--- src/gir_pkg.sv ---
package gir_pkg;

    // register byte addresses on the wishbone slave
    localparam logic [7:0] GIR_OFS_CMD     = 8'h00;
    localparam logic [7:0] GIR_OFS_WDL     = 8'h04;
    localparam logic [7:0] GIR_OFS_WDH     = 8'h08;
    localparam logic [7:0] GIR_OFS_STATUS  = 8'h0C;
    localparam logic [7:0] GIR_OFS_RES_LO  = 8'h10;
    localparam logic [7:0] GIR_OFS_RES_HI  = 8'h14;
    localparam logic [7:0] GIR_OFS_VIEW_A  = 8'h18;
    localparam logic [7:0] GIR_OFS_VIEW_B  = 8'h1C;
    localparam logic [7:0] GIR_OFS_VIEW_C  = 8'h20;
    localparam logic [7:0] GIR_OFS_VIEW_D  = 8'h24;
    localparam logic [7:0] GIR_OFS_PENDING = 8'h28;
    localparam logic [7:0] GIR_OFS_MASK    = 8'h2C;

    // command codes and the last setting slot
    localparam logic [3:0] GIR_CMD_SET_GRP  = 4'hC;
    localparam logic [3:0] GIR_CMD_READ_GRP = 4'hD;
    localparam logic [3:0] GIR_SETTING_LAST = 4'h8;
    localparam logic [7:0] GIR_CMD_VIEW_ST  = 8'hD9;
    localparam logic [7:0] GIR_CMD_TR_CLEAR = 8'hE4;
    localparam logic [7:0] GIR_CMD_VIEW_LO  = 8'hE5;
    localparam logic [7:0] GIR_CMD_VIEW_HI  = 8'hE9;

    // setting slots and field positions
    localparam int GIR_SLOT_TEN_LO  = 4;
    localparam int GIR_SLOT_TEN_HI  = 5;
    localparam int GIR_SLOT_TDIR_LO = 6;
    localparam int GIR_SLOT_TDIR_HI = 7;
    localparam int GIR_SLOT_MODE    = 8;
    localparam int GIR_MODE_STROBE_OUTPUT_SET_MODE    = 0;
    localparam int GIR_MODE_STROBE_INPUT_LATCH_MODE    = 2;
    localparam int GIR_MODE_OTSD    = 4;
    localparam int GIR_MODE_INSD    = 5;
    localparam int GIR_IRQ_TIM      = 8;
    localparam int GIR_IRQ_INS      = 9;
    localparam int GIR_IRQ_OTS      = 10;
    localparam int GIR_IRQ_TRN      = 11;
    localparam int GIR_ST_TIM       = 0;
    localparam int GIR_ST_INS       = 1;
    localparam int GIR_ST_OTS       = 2;
    localparam int GIR_EV_TRN       = 3;

    localparam logic [15:0] GIR_SETTING_RESET = 16'h0000;
    localparam logic [3:0]  GIR_MASK_RESET    = 4'h0;

    typedef enum logic [2:0] {
        GIR_VIEW_RT_IO = 3'h0,
        GIR_VIEW_RT_IN = 3'h1,
        GIR_VIEW_LATCH = 3'h2,
        GIR_VIEW_OUT   = 3'h3,
        GIR_VIEW_TRANS = 3'h4
    } gir_view_t;

    localparam gir_view_t GIR_VIEW_RESET = GIR_VIEW_RT_IO;

    typedef logic [8:0][15:0] gir_setting_t;

    typedef struct packed {
        logic        cyc;
        logic        stb;
        logic        we;
        logic [7:0]  adr;
        logic [3:0]  sel;
        logic [31:0] dat;
    } gir_wb_req_t;

    typedef struct packed {
        logic        ack;
        logic [31:0] dat;
    } gir_wb_rsp_t;

    typedef struct packed {
        logic         ack;
        logic [31:0]  rdat;
        logic [7:0]   wdl;
        logic [7:0]   wdh;
        gir_setting_t setting;
        logic [15:0]  res;
        gir_view_t    view;
        logic [7:0]   status;
        logic [31:0]  flags;
        logic [31:0]  trans_prev;
        logic [3:0]   pending;
        logic [3:0]   mask;
        logic         wb_irq;
        logic         irq_oe;
        logic [1:0]   lat_sync;
        logic [1:0]   set_sync;
        logic         lat_prev;
        logic         set_prev;
        logic         lat_event;
        logic         set_event;
        logic         cmd_pulse;
        logic [7:0]   cmd_code;
    } gir_state_t;

endpackage

--- src/gir_irq_readback.sv ---
// The placing of the registers and register access over Wishbone are this design's own decisions.
`timescale 1ns/100ps

// Overview of operation
// [RULE1] timer timeout with enable sets flag, irq
// [RULE2] status read releases irq, clears flags
// [RULE3] every continuous timeout raises a new irq
// [RULE4] latch strobe edge with enable sets flag
// [RULE5] latch strobe irq only in latch mode
// [RULE6] latch strobe edge chosen by mode bit
// [RULE7] set strobe edge with enable sets flag
// [RULE8] set strobe irq needs output mode, edge bit
// [RULE9] transition irq on enabled input changes
// [RULE10] transition view read clears that port
// [RULE11] host writes zero to reserved mode bits
// [RULE12] read result low byte, high zero
// [RULE13] readback returns last stored setting values
// [RULE14] readback codes map to setting slots
// [RULE15] view status command reports current view
// [RULE16] view codes zero to four encoded
// [RULE17] view persists until next view command
// [RULE18] transition clear only in transition view
// [RULE19] irq held while any enabled flag set
module gir_irq_readback (
    input  wire logic                 clk,
    input  wire logic                 reset,
    input  wire gir_pkg::gir_wb_req_t wb_req,
    output      gir_pkg::gir_wb_rsp_t wb_rsp,
    output      logic                 wb_irq,
    input  wire logic                 timer_timeout,
    input  wire logic                 input_latch_strobe,
    input  wire logic                 output_set_strobe,
    input  wire logic [31:0]          trans_sample,
    input  wire logic [31:0]          rt_mixed,
    input  wire logic [31:0]          rt_input,
    input  wire logic [31:0]          latched_input,
    input  wire logic [31:0]          output_value,
    output      logic                 interrupt_request_low,
    output      logic                 interrupt_request_low_oe,
    output      gir_pkg::gir_setting_t setting_out,
    output      gir_pkg::gir_view_t   port_view_sel,
    output      logic                 cmd_pulse,
    output      logic [7:0]           cmd_code,
    output      logic                 latch_event,
    output      logic                 set_event
);
    import gir_pkg::*;

    gir_state_t  st;
    gir_state_t  next_st;

    logic        take;
    logic        wr_take;
    logic        rd_take;
    logic [7:0]  wdat;
    logic [15:0] mode;
    logic [31:0] t_en;
    logic [31:0] t_dir;
    logic [31:0] tr_hit;
    logic        lat_edge;
    logic        set_edge;
    logic        lat_fire;
    logic        set_fire;
    logic        tim_fire;
    logic [31:0] view_word;

    // one answer per request; ack high for a cycle stops a double take
    assign take    = wb_req.cyc & wb_req.stb & ~st.ack;
    assign wr_take = take & wb_req.we & wb_req.sel[0];
    assign rd_take = take & ~wb_req.we;
    assign wdat    = wb_req.dat[7:0];
    assign mode    = st.setting[GIR_SLOT_MODE];
    assign t_en    = {st.setting[GIR_SLOT_TEN_HI], st.setting[GIR_SLOT_TEN_LO]};
    assign t_dir   = {st.setting[GIR_SLOT_TDIR_HI], st.setting[GIR_SLOT_TDIR_LO]};

    // direction 0 traps 0->1, 1 traps 1->0
    assign tr_hit = t_en & ((~t_dir & trans_sample & ~st.trans_prev) |
                            (t_dir & ~trans_sample & st.trans_prev));

    // edge taken from the second synchroniser stage only
    assign lat_edge = mode[GIR_MODE_INSD] ? (~st.lat_sync[1] & st.lat_prev)
                                          : (st.lat_sync[1] & ~st.lat_prev); // RULE6
    assign set_edge = mode[GIR_MODE_OTSD] ? (~st.set_sync[1] & st.set_prev)
                                          : (st.set_sync[1] & ~st.set_prev); // RULE8

    assign lat_fire = lat_edge & mode[GIR_MODE_STROBE_INPUT_LATCH_MODE]; // RULE5
    assign set_fire = set_edge & mode[GIR_MODE_STROBE_OUTPUT_SET_MODE]; // RULE8
    assign tim_fire = timer_timeout & mode[GIR_IRQ_TIM]; // RULE3

    always_comb
    begin
        case (st.view)
            GIR_VIEW_RT_IO: view_word = rt_mixed;
            GIR_VIEW_RT_IN: view_word = rt_input;
            GIR_VIEW_LATCH: view_word = latched_input;
            GIR_VIEW_OUT:   view_word = output_value;
            GIR_VIEW_TRANS: view_word = st.flags;
            default:        view_word = 32'h0000_0000;
        endcase
    end

    always_comb
    begin
        logic [31:0] clr;
        logic [7:0]  code;
        logic [3:0]  slot;
        clr  = 32'h0000_0000;
        code = wdat;
        slot = wdat[3:0];

        next_st           = st;
        next_st.ack       = take;
        next_st.cmd_pulse = 1'b0;
        next_st.lat_sync  = {st.lat_sync[0], input_latch_strobe};
        next_st.set_sync  = {st.set_sync[0], output_set_strobe};
        next_st.lat_prev  = st.lat_sync[1];
        next_st.set_prev  = st.set_sync[1];
        next_st.lat_event = lat_fire;
        next_st.set_event = set_fire;
        next_st.trans_prev = trans_sample;

        if (rd_take)
        begin
            case (wb_req.adr)
                GIR_OFS_WDL:     next_st.rdat = {24'h00_0000, st.wdl};
                GIR_OFS_WDH:     next_st.rdat = {24'h00_0000, st.wdh};
                GIR_OFS_STATUS:  next_st.rdat = {24'h00_0000, st.status};
                GIR_OFS_RES_LO:  next_st.rdat = {24'h00_0000, st.res[7:0]};
                GIR_OFS_RES_HI:  next_st.rdat = {24'h00_0000, st.res[15:8]};
                GIR_OFS_VIEW_A:  next_st.rdat = {24'h00_0000, view_word[7:0]};
                GIR_OFS_VIEW_B:  next_st.rdat = {24'h00_0000, view_word[15:8]};
                GIR_OFS_VIEW_C:  next_st.rdat = {24'h00_0000, view_word[23:16]};
                GIR_OFS_VIEW_D:  next_st.rdat = {24'h00_0000, view_word[31:24]};
                GIR_OFS_PENDING: next_st.rdat = {28'h000_0000, st.pending};
                GIR_OFS_MASK:    next_st.rdat = {28'h000_0000, st.mask};
                default:         next_st.rdat = 32'h0000_0000;
            endcase
            if (wb_req.adr == GIR_OFS_STATUS)
            begin
                next_st.status = 8'h00; // RULE2
            end
            // reading a port in transition view hands its flags over
            if (st.view == GIR_VIEW_TRANS)
            begin
                case (wb_req.adr)
                    GIR_OFS_VIEW_A: clr[7:0]   = 8'hFF; // RULE10
                    GIR_OFS_VIEW_B: clr[15:8]  = 8'hFF; // RULE10
                    GIR_OFS_VIEW_C: clr[23:16] = 8'hFF; // RULE10
                    GIR_OFS_VIEW_D: clr[31:24] = 8'hFF; // RULE10
                    default:        clr        = 32'h0000_0000;
                endcase
            end
        end
        else if (take)
        begin
            next_st.rdat = 32'h0000_0000;
        end

        if (wr_take)
        begin
            case (wb_req.adr)
                GIR_OFS_WDL:  next_st.wdl  = wdat;
                GIR_OFS_WDH:  next_st.wdh  = wdat;
                GIR_OFS_MASK: next_st.mask = wdat[3:0];
                GIR_OFS_PENDING:
                begin
                    next_st.pending = st.pending & ~wdat[3:0];
                end
                GIR_OFS_CMD:
                begin
                    next_st.cmd_pulse = 1'b1;
                    next_st.cmd_code  = code;
                    if (code[7:4] == GIR_CMD_SET_GRP && slot <= GIR_SETTING_LAST)
                    begin
                        next_st.setting[slot] = {st.wdh, st.wdl};
                    end
                    if (code[7:4] == GIR_CMD_READ_GRP && slot <= GIR_SETTING_LAST)
                    begin
                        next_st.res = st.setting[slot]; // RULE13 RULE14
                    end
                    if (code == GIR_CMD_VIEW_ST)
                    begin
                        next_st.res = {13'h0000, st.view}; // RULE12 RULE15 RULE16
                    end
                    if (code >= GIR_CMD_VIEW_LO && code <= GIR_CMD_VIEW_HI)
                    begin
                        next_st.view = gir_view_t'(code[2:0] - GIR_CMD_VIEW_LO[2:0]); // RULE17
                    end
                    if (code == GIR_CMD_TR_CLEAR && st.view == GIR_VIEW_TRANS)
                    begin
                        clr = 32'hFFFF_FFFF; // RULE18
                    end
                end
                default:
                begin
                    next_st.wdl = st.wdl;
                end
            endcase
        end

        // new events beat a clear in the same cycle
        next_st.flags = (st.flags & ~clr) | tr_hit;
        if (tim_fire)
        begin
            next_st.status[GIR_ST_TIM] = 1'b1; // RULE1
        end
        if (lat_fire && mode[GIR_IRQ_INS])
        begin
            next_st.status[GIR_ST_INS] = 1'b1; // RULE4
        end
        if (set_fire && mode[GIR_IRQ_OTS])
        begin
            next_st.status[GIR_ST_OTS] = 1'b1; // RULE7
        end

        next_st.pending = next_st.pending |
                          {|tr_hit, set_fire, lat_fire, tim_fire};

        // open-drain request: enable asserted means the pin is pulled low
        next_st.irq_oe = (|next_st.status[2:0]) |
                         (mode[GIR_IRQ_TRN] & (|next_st.flags)); // RULE9 RULE19
        next_st.wb_irq = |(next_st.pending & next_st.mask);
    end

    always_ff @(posedge clk or posedge reset)
    begin
        if (reset)
        begin
            st            <= '0;
            st.setting    <= {9{GIR_SETTING_RESET}};
            st.view       <= GIR_VIEW_RESET;
            st.mask       <= GIR_MASK_RESET;
        end
        else
        begin
            st <= next_st;
        end
    end

    assign wb_rsp.ack               = st.ack;
    assign wb_rsp.dat               = st.rdat;
    assign wb_irq                   = st.wb_irq;
    // the pin only ever drives low; level is fixed, enable carries the request
    assign interrupt_request_low    = 1'b0;
    assign interrupt_request_low_oe = st.irq_oe;
    assign setting_out              = st.setting;
    assign port_view_sel            = st.view;
    assign cmd_pulse                = st.cmd_pulse;
    assign cmd_code                 = st.cmd_code;
    assign latch_event              = st.lat_event;
    assign set_event                = st.set_event;

    logic cmd_wr;
    logic st_rd;
    assign cmd_wr = wr_take && wb_req.adr == GIR_OFS_CMD;
    assign st_rd  = rd_take && wb_req.adr == GIR_OFS_STATUS;
endmodule // gir_irq_readback

--- config.mk ---
export PLATFORM = sky130hd
export DESIGN_NAME = gir_irq_readback
export DESIGN_NICKNAME = d
export VERILOG_FILES = /design/src/gir_pkg.sv /design/src/gir_irq_readback.sv
export SDC_FILE = /design/constraint.sdc
export NUM_CORES = 1
export LEC_CHECK = 0
export ABC_AREA = 1
export BUFFER_PORTS_ARGS = -buffer_cell sky130_fd_sc_hd__clkbuf_2
export CORE_MARGIN = 2
export CORE_UTILIZATION = 57
export CTS_CLUSTER_SIZE = 14
export DETAILED_ROUTE_END_ITERATION = 8
export PLACE_DENSITY = 0.86
export SETUP_SLACK_MARGIN = 0.02
export SKIP_LAST_GASP = 1
export SYNTH_ARGS = -nofsm -noshare
export SYNTH_HDL_FRONTEND = slang
export SYNTH_SLANG_ARGS = --single-unit
--- constraint.sdc ---
create_clock -name clk -period 25.1 [get_ports clk]
set_clock_uncertainty 0.1 [all_clocks]
set_input_delay 5.02 -clock clk [delete_from_list [all_inputs] [get_ports clk]]
set_output_delay 5.02 -clock clk [all_outputs]
set_load 0.005 [all_outputs]
==> summary.md, run 1 <==
| Metric | Value |
|---|---|
| Worst min path class | `reg -> reg` |
| Number of hold-slack violations in the final timing report | `0` |
| Leading cell type by number of instances after synthesis | `sky130_fd_sc_hd__nand2_1` |
| Worst VDD drop | `0.0477 mV` |
| Critical path arrival | `8.68 ns` |
| Final weighted congestion of routability-driven global placement | `1.01` |
| Distinct cells, synth | `35` |
| Setup repair after global routing missed its margin | `false` |
| Vias/cell | `6.08` |
| Number of I/O pins | `406` |
| Power density cells | `58.0 mW/mm²` |
| Post-detail-place hpwl | `39100 µm` |
| Synth async-reset ratio | `100%` |
| Post-route minimum period | `8.36 ns` |
| Ys flop type | `sky130_fd_sc_hd__dfrtp_1` |
| List of most frequent post-synthesis cells | `sky130_fd_sc_hd__nand2_1, sky130_fd_sc_hd__dfrtp_1, sky130_fd_sc_hd__o21ai_0` |
| Clock transition at the registers of the reported paths | `0.06 ns` |
| Clock buffer depth | `3` |
| Number of cells upsized or downsized after cts | `0` |
| Element type at the critical path start | `input port` |
| TritonCTS clock tree | `yes` |
| Leakage | `8.07 nW` |
| Worst slew margin relative to its limit | `18.7%` |
| Result of the run | `completed` |
| CTS root buf | `sky130_fd_sc_hd__clkbuf_16` |
| Wire length of the first global-routing pass | `76500 µm` |
| Y dimension of the die | `165 µm` |
| Clock Sink Count | `282` |
| Total wirelength of the detailed-routed design | `53400 µm` |
| Syn_area_per_cell | `8.12 µm²` |
| Remaining design rule violation count | `0` |
| Horiz. Die Dim | `165 µm` |
| Hold-fix buffers at CTS | `0` |
| Relative area change from synthesis to final layout | `10.8%` |
| Synth warnings | `0` |
| Number of instances in the placed design | `2282` |
| Seq cells post-synth | `282` |
| Via count | `14200` |
| Total global routing overflow | `0` |
| Post-CTS setup buffer count | `0` |
| Average wire per cell in the routed design | `22.9 µm` |
| Post-synthesis instance area | `0.0148 mm²` |
| Power consumption | `0.952 mW` |
| Share of the synthesized area in the top cell type | `47.6%` |
| Largest cells by area after synthesis | `sky130_fd_sc_hd__dfrtp_1, sky130_fd_sc_hd__nand2_1, sky130_fd_sc_hd__buf_4` |
| Worst-Skew Late Latency | `0.55 ns` |
| 1st-pass router iterations | `6` |
| Antenna violations before repair | `3` |
| Fill cell total of the finished layout | `2180` |
| Number of placement rows | `59` |
| Antenna-violating nets left | `0` |
| Number of max-slew violations in the final report | `0` |
| Deepest level of the CTS H-tree | `1` |
| Synthesized netlist cell count | `1826` |
| Worst path setup slack after routing | `16.74 ns` |
| Number of DRC violations after detailed-routing iteration 0 | `1694` |
| Largest fanout on the critical path | `34` |
| Total routing usage reported by global routing | `38.0%` |
| Count of flip-flops with a built-in enable after synthesis | `0` |
| Setup TNS | `0 ns` |
| Maximum number of pins on one net before global-route repair | `144` |
| Number of nets at the end of the flow | `2194` |
| Number of violations of the max-capacitance limit | `0` |
| Count of input and output buffers | `353` |
| Share of the clock period used by the worst path | `33.3%` |
| Final standard cell count with taps included and fillers excluded | `2335` |
| Cts bufs inserted | `28` |
| Placement Setup Slack | `16.35 ns` |
| Tightest Pin Transition | `1.22 ns` |
| Fraction of the yosys area taken by sequential cells | `47.6%` |
| Placeable Area | `0.0258 mm²` |
| Required @ worst endpoint | `25.42 ns` |
| Worst hold slack | `0.248 ns` |
| Worst Setup Path Type | `in -> reg` |
| Area enclosed by the die boundary | `0.0273 mm²` |
| Initial Util | `57.5%` |
| Number of global-route vias before repair | `13100` |
| Setup violators final | `0` |
| Cell type with the highest aggregate area in the netlist | `sky130_fd_sc_hd__dfrtp_1` |
| Layout cell share with drive strength beyond 1 | `20.7%` |
| Category of the worst setup path capture point | `flop` |
| Maximum clock frequency | `120 MHz` |
-- worst max-delay path, stage by stage --
cell and delay, ns:
sky130_fd_sc_hd__clkbuf_2 0.41, sky130_fd_sc_hd__inv_1 0.54, sky130_fd_sc_hd__ha_1 0.27, sky130_fd_sc_hd__inv_1 0.06
sky130_fd_sc_hd__nor2_1 0.14, sky130_fd_sc_hd__nor2_1 0.11, sky130_fd_sc_hd__nor4_4 0.51, sky130_fd_sc_hd__nand3_1 1.02
sky130_fd_sc_hd__o21ai_0 0.55
-- power by group --
group	switching, mW	internal, mW	leakage, nW	total, mW
logic	0.0378	0.0194	3.83	0.0572
clock network	0.178	0.257	0.473	0.435
registers	0.00202	0.458	3.77	0.460
-- layout make-up --
| type | instances | area, µm² | area share [%] |
|---|---|---|---|
| clock buffer | 44 | 872 | 5.31 |
| multi-input combinational | 1180 | 5690 | 34.6 |
| timing repair buffer | 361 | 1830 | 11.1 |
| inverter | 124 | 473 | 2.88 |
| clock inverter | 6 | 80.1 | 0.488 |
| tap | 335 | 419 | 2.55 |
| sequential | 282 | 7060 | 43.0 |
| antenna | 3 | 7.51 | 0.0457 |
-- path summary, 6_finish.rpt --
check                            start          endpoint  slack [ns]  cells past startpoint
hold / removal             next_st[16]       next_st[12]        0.25                      0
max in group asynchronous        reset   setting_out[75]       18.70                      3
setup reg to reg            wb_rsp[32]  setting_out[113]       21.77                      5
hold reg to reg            next_st[16]       next_st[12]        0.25                      0
min in group asynchronous        reset            st[36]        4.55                      2
setup / recovery             wb_req[1]  setting_out[113]       16.74                      9
-- cell usage in the layout, fill, tap and decap left out, types with 8 or more instances in the layout --
| cell type | count |
|---|---|
| sky130_fd_sc_hd__inv_1 | 123 |
| sky130_fd_sc_hd__o21ai_1 | 12 |
| sky130_fd_sc_hd__nor2_1 | 72 |
| sky130_fd_sc_hd__dfrtp_1 | 282 |
| sky130_fd_sc_hd__nand2_1 | 465 |
| sky130_fd_sc_hd__a22oi_1 | 12 |
| sky130_fd_sc_hd__a221oi_1 | 22 |
| sky130_fd_sc_hd__a31oi_1 | 26 |
| sky130_fd_sc_hd__a21oi_1 | 89 |
| sky130_fd_sc_hd__and3_1 | 13 |
| sky130_fd_sc_hd__nand3b_1 | 25 |
| sky130_fd_sc_hd__clkbuf_16 | 29 |
| sky130_fd_sc_hd__buf_4 | 8 |
| sky130_fd_sc_hd__o211ai_1 | 28 |
| sky130_fd_sc_hd__clkbuf_2 | 353 |
| sky130_fd_sc_hd__conb_1 | 25 |
| sky130_fd_sc_hd__o21ai_0 | 255 |
| sky130_fd_sc_hd__clkbuf_8 | 9 |
| sky130_fd_sc_hd__nand4_1 | 21 |
| sky130_fd_sc_hd__o22ai_1 | 10 |
| sky130_fd_sc_hd__nand3_1 | 61 |
-- state kept, by name (all words and copies together), names as in the netlist --
name,flops
setting_out,128
st,109
mode,16
wb_rsp,9
cmd_code,8
next_st,4
port_view_sel,3
cmd_pulse,1
interrupt_request_low_oe,1
latch_event,1
set_event,1
wb_irq,1
-- metrics by stage --
stage / cell area [µm²] / utilization, %
floorplan: 14900 / -
global placement: 15500 / 60.0
detailed placement: 15500 / 60.0
CTS: 16400 / 63.7
global route: 16400 / 63.7
finish: 16400 / 63.7
-- kinds of logic after synthesis --
logic type	count (synthesis)	synth area share, %
AO/OA/AOI/OAI	476	18.1
flip-flops	282	47.6
other	1	0.0253
buffers and inverters	388	14.7
AND/OR/NAND/NOR	674	19.2
adder cells (fa/ha/maj)	5	0.422
-- layer usage --
metal,track usage [%],wire length (µm),vias to the layer above
li1,-,-,6230
met3,9.12,6380,238
met1,46.0,18500,6633
met2,60.6,24500,1087
met4,25.2,4030,0
met5,0,0,-
No activity file was read; power rests on OpenSTA's default activity.
==> inputs of run 2 (changes only) <==
--- a/config.mk
+++ b/config.mk
@@ -8,10 +8,10 @@
 export ABC_AREA = 1
 export BUFFER_PORTS_ARGS = -buffer_cell sky130_fd_sc_hd__clkbuf_2
 export CORE_MARGIN = 2
-export CORE_UTILIZATION = 57
+export CORE_UTILIZATION = 53
 export CTS_CLUSTER_SIZE = 14
 export DETAILED_ROUTE_END_ITERATION = 8
-export PLACE_DENSITY = 0.86
+export PLACE_DENSITY = 0.81
 export SETUP_SLACK_MARGIN = 0.02
 export SKIP_LAST_GASP = 1
 export SYNTH_ARGS = -nofsm -noshare
==> constraint.sdc (replaced) <==
create_clock -name clk -period 8.4 [get_ports clk]
set_clock_uncertainty 0.1 [all_clocks]
set_input_delay 1.68 -clock clk [delete_from_list [all_inputs] [get_ports clk]]
set_output_delay 1.68 -clock clk [all_outputs]
set_load 0.005 [all_outputs]
==> run 2 against run 1 <==
Net effect: global-route usage is 1.9 points lower; highest routed layer unchanged; final area is 0.70% higher; power grew to 3.0 times the previous value; wire length is 1.7% higher; non-clock buffer count stayed put; worst hold slack hardly changed; critical path depth stayed put; register-to-register slack worse by 17 ns; largest cell class unchanged; first-iteration DRC count is 5.3% lower; setup slack worse by 13 ns; final cell count is 2.0% higher.
==> summary.md, run 2 (synthesis results as in run 1) <==
| Metric | Value |
|---|---|
| Power consumption | `2.90 mW (was 0.952 mW)` |
| Commonest non-fill, non-tap cell in the layout | `sky130_fd_sc_hd__nand2_1 (unchanged)` |
| Net switching power | `0.668 mW (was 0.218 mW)` |
| Count of input and output buffers | `353 (unchanged)` |
| Logic depth of the worst path, buffers included | `9 (unchanged)` |
| Relative area change from synthesis to final layout | `11.5% (was 10.8%)` |
| Internal portion of total power | `2.24 mW (was 0.735 mW)` |
| Number of cells upsized or downsized after cts | `0 (unchanged)` |
| Clock buffer depth | `3 (unchanged)` |
| Number of hold-slack violations in the final timing report | `0 (unchanged)` |
| Initial Util | `53.7% (was 57.5%)` |
| Element type at the critical path start | `input port (unchanged)` |
| Total routing usage reported by global routing | `36.0% (was 38.0%)` |
| 1st-pass router iterations | `5 (was 6)` |
| Worst slew margin relative to its limit | `22.4% (was 18.7%)` |
| Post-route minimum period | `4.92 ns` |
| Critical path arrival | `5.25 ns (was 8.68 ns)` |
| Reg-to-reg critical path startpoint | `wb_rsp[32] (unchanged)` |
| Maximum clock frequency | `203 MHz` |
| Setup repair after global routing missed its margin | `false (unchanged)` |
| Largest delay contributor family on the critical path | `simple AND/OR/NAND/NOR gates (unchanged)` |
| Layout cell share with drive strength beyond 1 | `20.9% (was 20.7%)` |
| Deepest level of the CTS H-tree | `1 (unchanged)` |
| Setup TNS | `0 ns (unchanged)` |
| Placeable Area | `0.0276 mm² (was 0.0258 mm²)` |
| Number of flip-flops under the largest register name | `128 (unchanged)` |
| Clock transition at the registers of the reported paths | `0.06 ns (about the same)` |
| Share of the clock period used by the worst path | `58.6%` |
| Vias/cell | `5.84 (was 6.08)` |
| Clock Sink Count | `282 (unchanged)` |
| Number of nets at the end of the flow | `2195 (was 2194)` |
| Worst Setup Path Type | `in -> reg (unchanged)` |
| Buffering stage count on the worst path with inverters included | `3 (unchanged)` |
| Number of global-route vias before repair | `13100 (about the same)` |
| Number of max-slew violations in the final report | `0 (unchanged)` |
| Maximum number of pins on one net before global-route repair | `143 (was 144)` |
| Number of DRC violations after detailed-routing iteration 0 | `1604 (was 1694)` |
| Placement Setup Slack | `3.08 ns (was 16.35 ns)` |
| Depth of the most critical reg-to-reg path | `5 (unchanged)` |
| Part of the total power dissipated in sequential elements | `47.4% (was 48.3%)` |
| Antenna-violating nets left | `0 (unchanged)` |
| Wire length of the first global-routing pass | `77900 µm (was 76500 µm)` |
| Required @ worst endpoint | `8.73 ns (was 25.42 ns)` |
| Remaining design rule violation count | `0 (unchanged)` |
| Clk network pwr share | `46.7% (was 45.7%)` |
| R2R Setup Slk | `5.07 ns (was 21.77 ns)` |
| Cell with the biggest individual delay on the critical path | `sky130_fd_sc_hd__nand3_1 (unchanged)` |
| Area enclosed by the die boundary | `0.0293 mm² (was 0.0273 mm²)` |
| Worst path setup slack after routing | `3.48 ns (was 16.74 ns)` |
| Critical path startpoint | `wb_req[1] (unchanged)` |
| TritonCTS clock tree | `yes (unchanged)` |
| CP max stage delay | `1.00 ns (was 1.02 ns)` |
| Number of violations of the max-capacitance limit | `0 (unchanged)` |
| CTS root buf | `sky130_fd_sc_hd__clkbuf_16 (unchanged)` |
| Worst VDD drop | `0.124 mV (was 0.0477 mV)` |
| Total wirelength of the detailed-routed design | `54300 µm (was 53400 µm)` |
| Worst-Skew Late Latency | `0.56 ns (was 0.55 ns)` |
| Worst min path class | `reg -> reg (unchanged)` |
| Y dimension of the die | `171 µm (was 165 µm)` |
| Power density cells | `176 mW/mm² (was 58.0 mW/mm²)` |
| Via count | `13900 (was 14200)` |
| Final weighted congestion of routability-driven global placement | `0.974 (was 1.01)` |
| Result of the run | `completed (unchanged)` |
| Net switching fraction of the power | `23.0% (was 22.9%)` |
| Post-CTS setup buffer count | `0 (unchanged)` |
| Tightest Pin Transition | `1.16 ns (was 1.22 ns)` |
| Terminus of the critical flop-to-flop path | `setting_out[104] (was setting_out[113])` |
| Average wire per cell in the routed design | `22.8 µm (was 22.9 µm)` |
| Setup violators final | `0 (unchanged)` |
| Commonest cells after routing, fill and taps aside | `sky130_fd_sc_hd__nand2_1, sky130_fd_sc_hd__clkbuf_2, sky130_fd_sc_hd__dfrtp_1 (unchanged)` |
| Category of the worst setup path capture point | `flop (unchanged)` |
| Number of I/O pins | `406 (unchanged)` |
| Leakage | `8.10 nW (was 8.07 nW)` |
| Post-detail-place hpwl | `40000 µm (was 39100 µm)` |
| Hold-fix buffers at CTS | `0 (unchanged)` |
| Endpoint of the worst setup timing path | `setting_out[104] (was setting_out[113])` |
| Fill cell total of the finished layout | `2482 (was 2180)` |
| Ordered list of cells on the worst path | `clkbuf_2 -> inv_1 -> ha_1 -> inv_1 -> nor2_1 -> nor2_1 -> nor4_4 -> nand3_1 -> o21ai_0 (unchanged)` |
| Number of placement rows | `61 (was 59)` |
| Power share of the combinational group | `5.9% (was 6.0%)` |
| Horiz. Die Dim | `171 µm (was 165 µm)` |
| Antenna violations before repair | `5 (was 3)` |
| Cts bufs inserted | `29 (was 28)` |
| Largest fanout on the critical path | `34 (unchanged)` |
| Total global routing overflow | `0 (unchanged)` |
run 2: power by group through the flow:
stage	logic (mW)	registers (mW)	clock network, mW
final	0.172	1.38	1.36
after global routing	0.189	1.38	1.41
after CTS	0.169	1.38	1.36
after detailed placement	0.167	1.40	0
after global placement	0.165	1.40	0
after floorplan	0.0929	1.40	0
run 2: worst min path at each step:
stage	from	to	slack, ns	cells after the start
floorplan	next_st[14]	next_st[11]	0.23	0
detailed placement	next_st[14]	next_st[11]	0.24	0
CTS	next_st[16]	next_st[12]	0.25	0
global placement	next_st[14]	next_st[11]	0.24	0
global route	next_st[14]	next_st[11]	0.26	0
finish	next_st[16]	next_st[12]	0.25	0
run 2: per-stage QoR:
step	util [%]	hold WS (ns)	area [µm²]	instances
3_3_place_gp	56.2	0.236	15500	2325
3_5_place_dp	56.2	0.236	15500	2325
2_1_floorplan	-	0.231	14900	1850
4_1_cts	59.8	0.248	16500	2377
5_1_grt	59.8	0.256	16500	2382
6_report	59.8	0.248	16500	2382
run 2: area by class of cell:
type | instances | area [µm²] | share of cell area (%)
tap | 378 | 473 | 2.86
clock inverter | 10 | 125 | 0.757
clock buffer | 42 | 875 | 5.29
multi-input combinational | 1180 | 5690 | 34.4
timing repair buffer | 361 | 1840 | 11.1
antenna | 5 | 12.5 | 0.0757
inverter | 124 | 469 | 2.84
sequential | 282 | 7060 | 42.7
run 2: routing by layer:
| layer | vias to the layer above | global-route usage [%] | share of wire [%] |
|---|---|---|---|
| li1 | 6229 | - | - |
| met1 | 6575 | 44.5 | 36 |
| met2 | 901 | 58.1 | 46 |
| met3 | 203 | 7.55 | 11 |
| met4 | 0 | 22.5 | 7.1 |
| met5 | - | 0 | 0 |
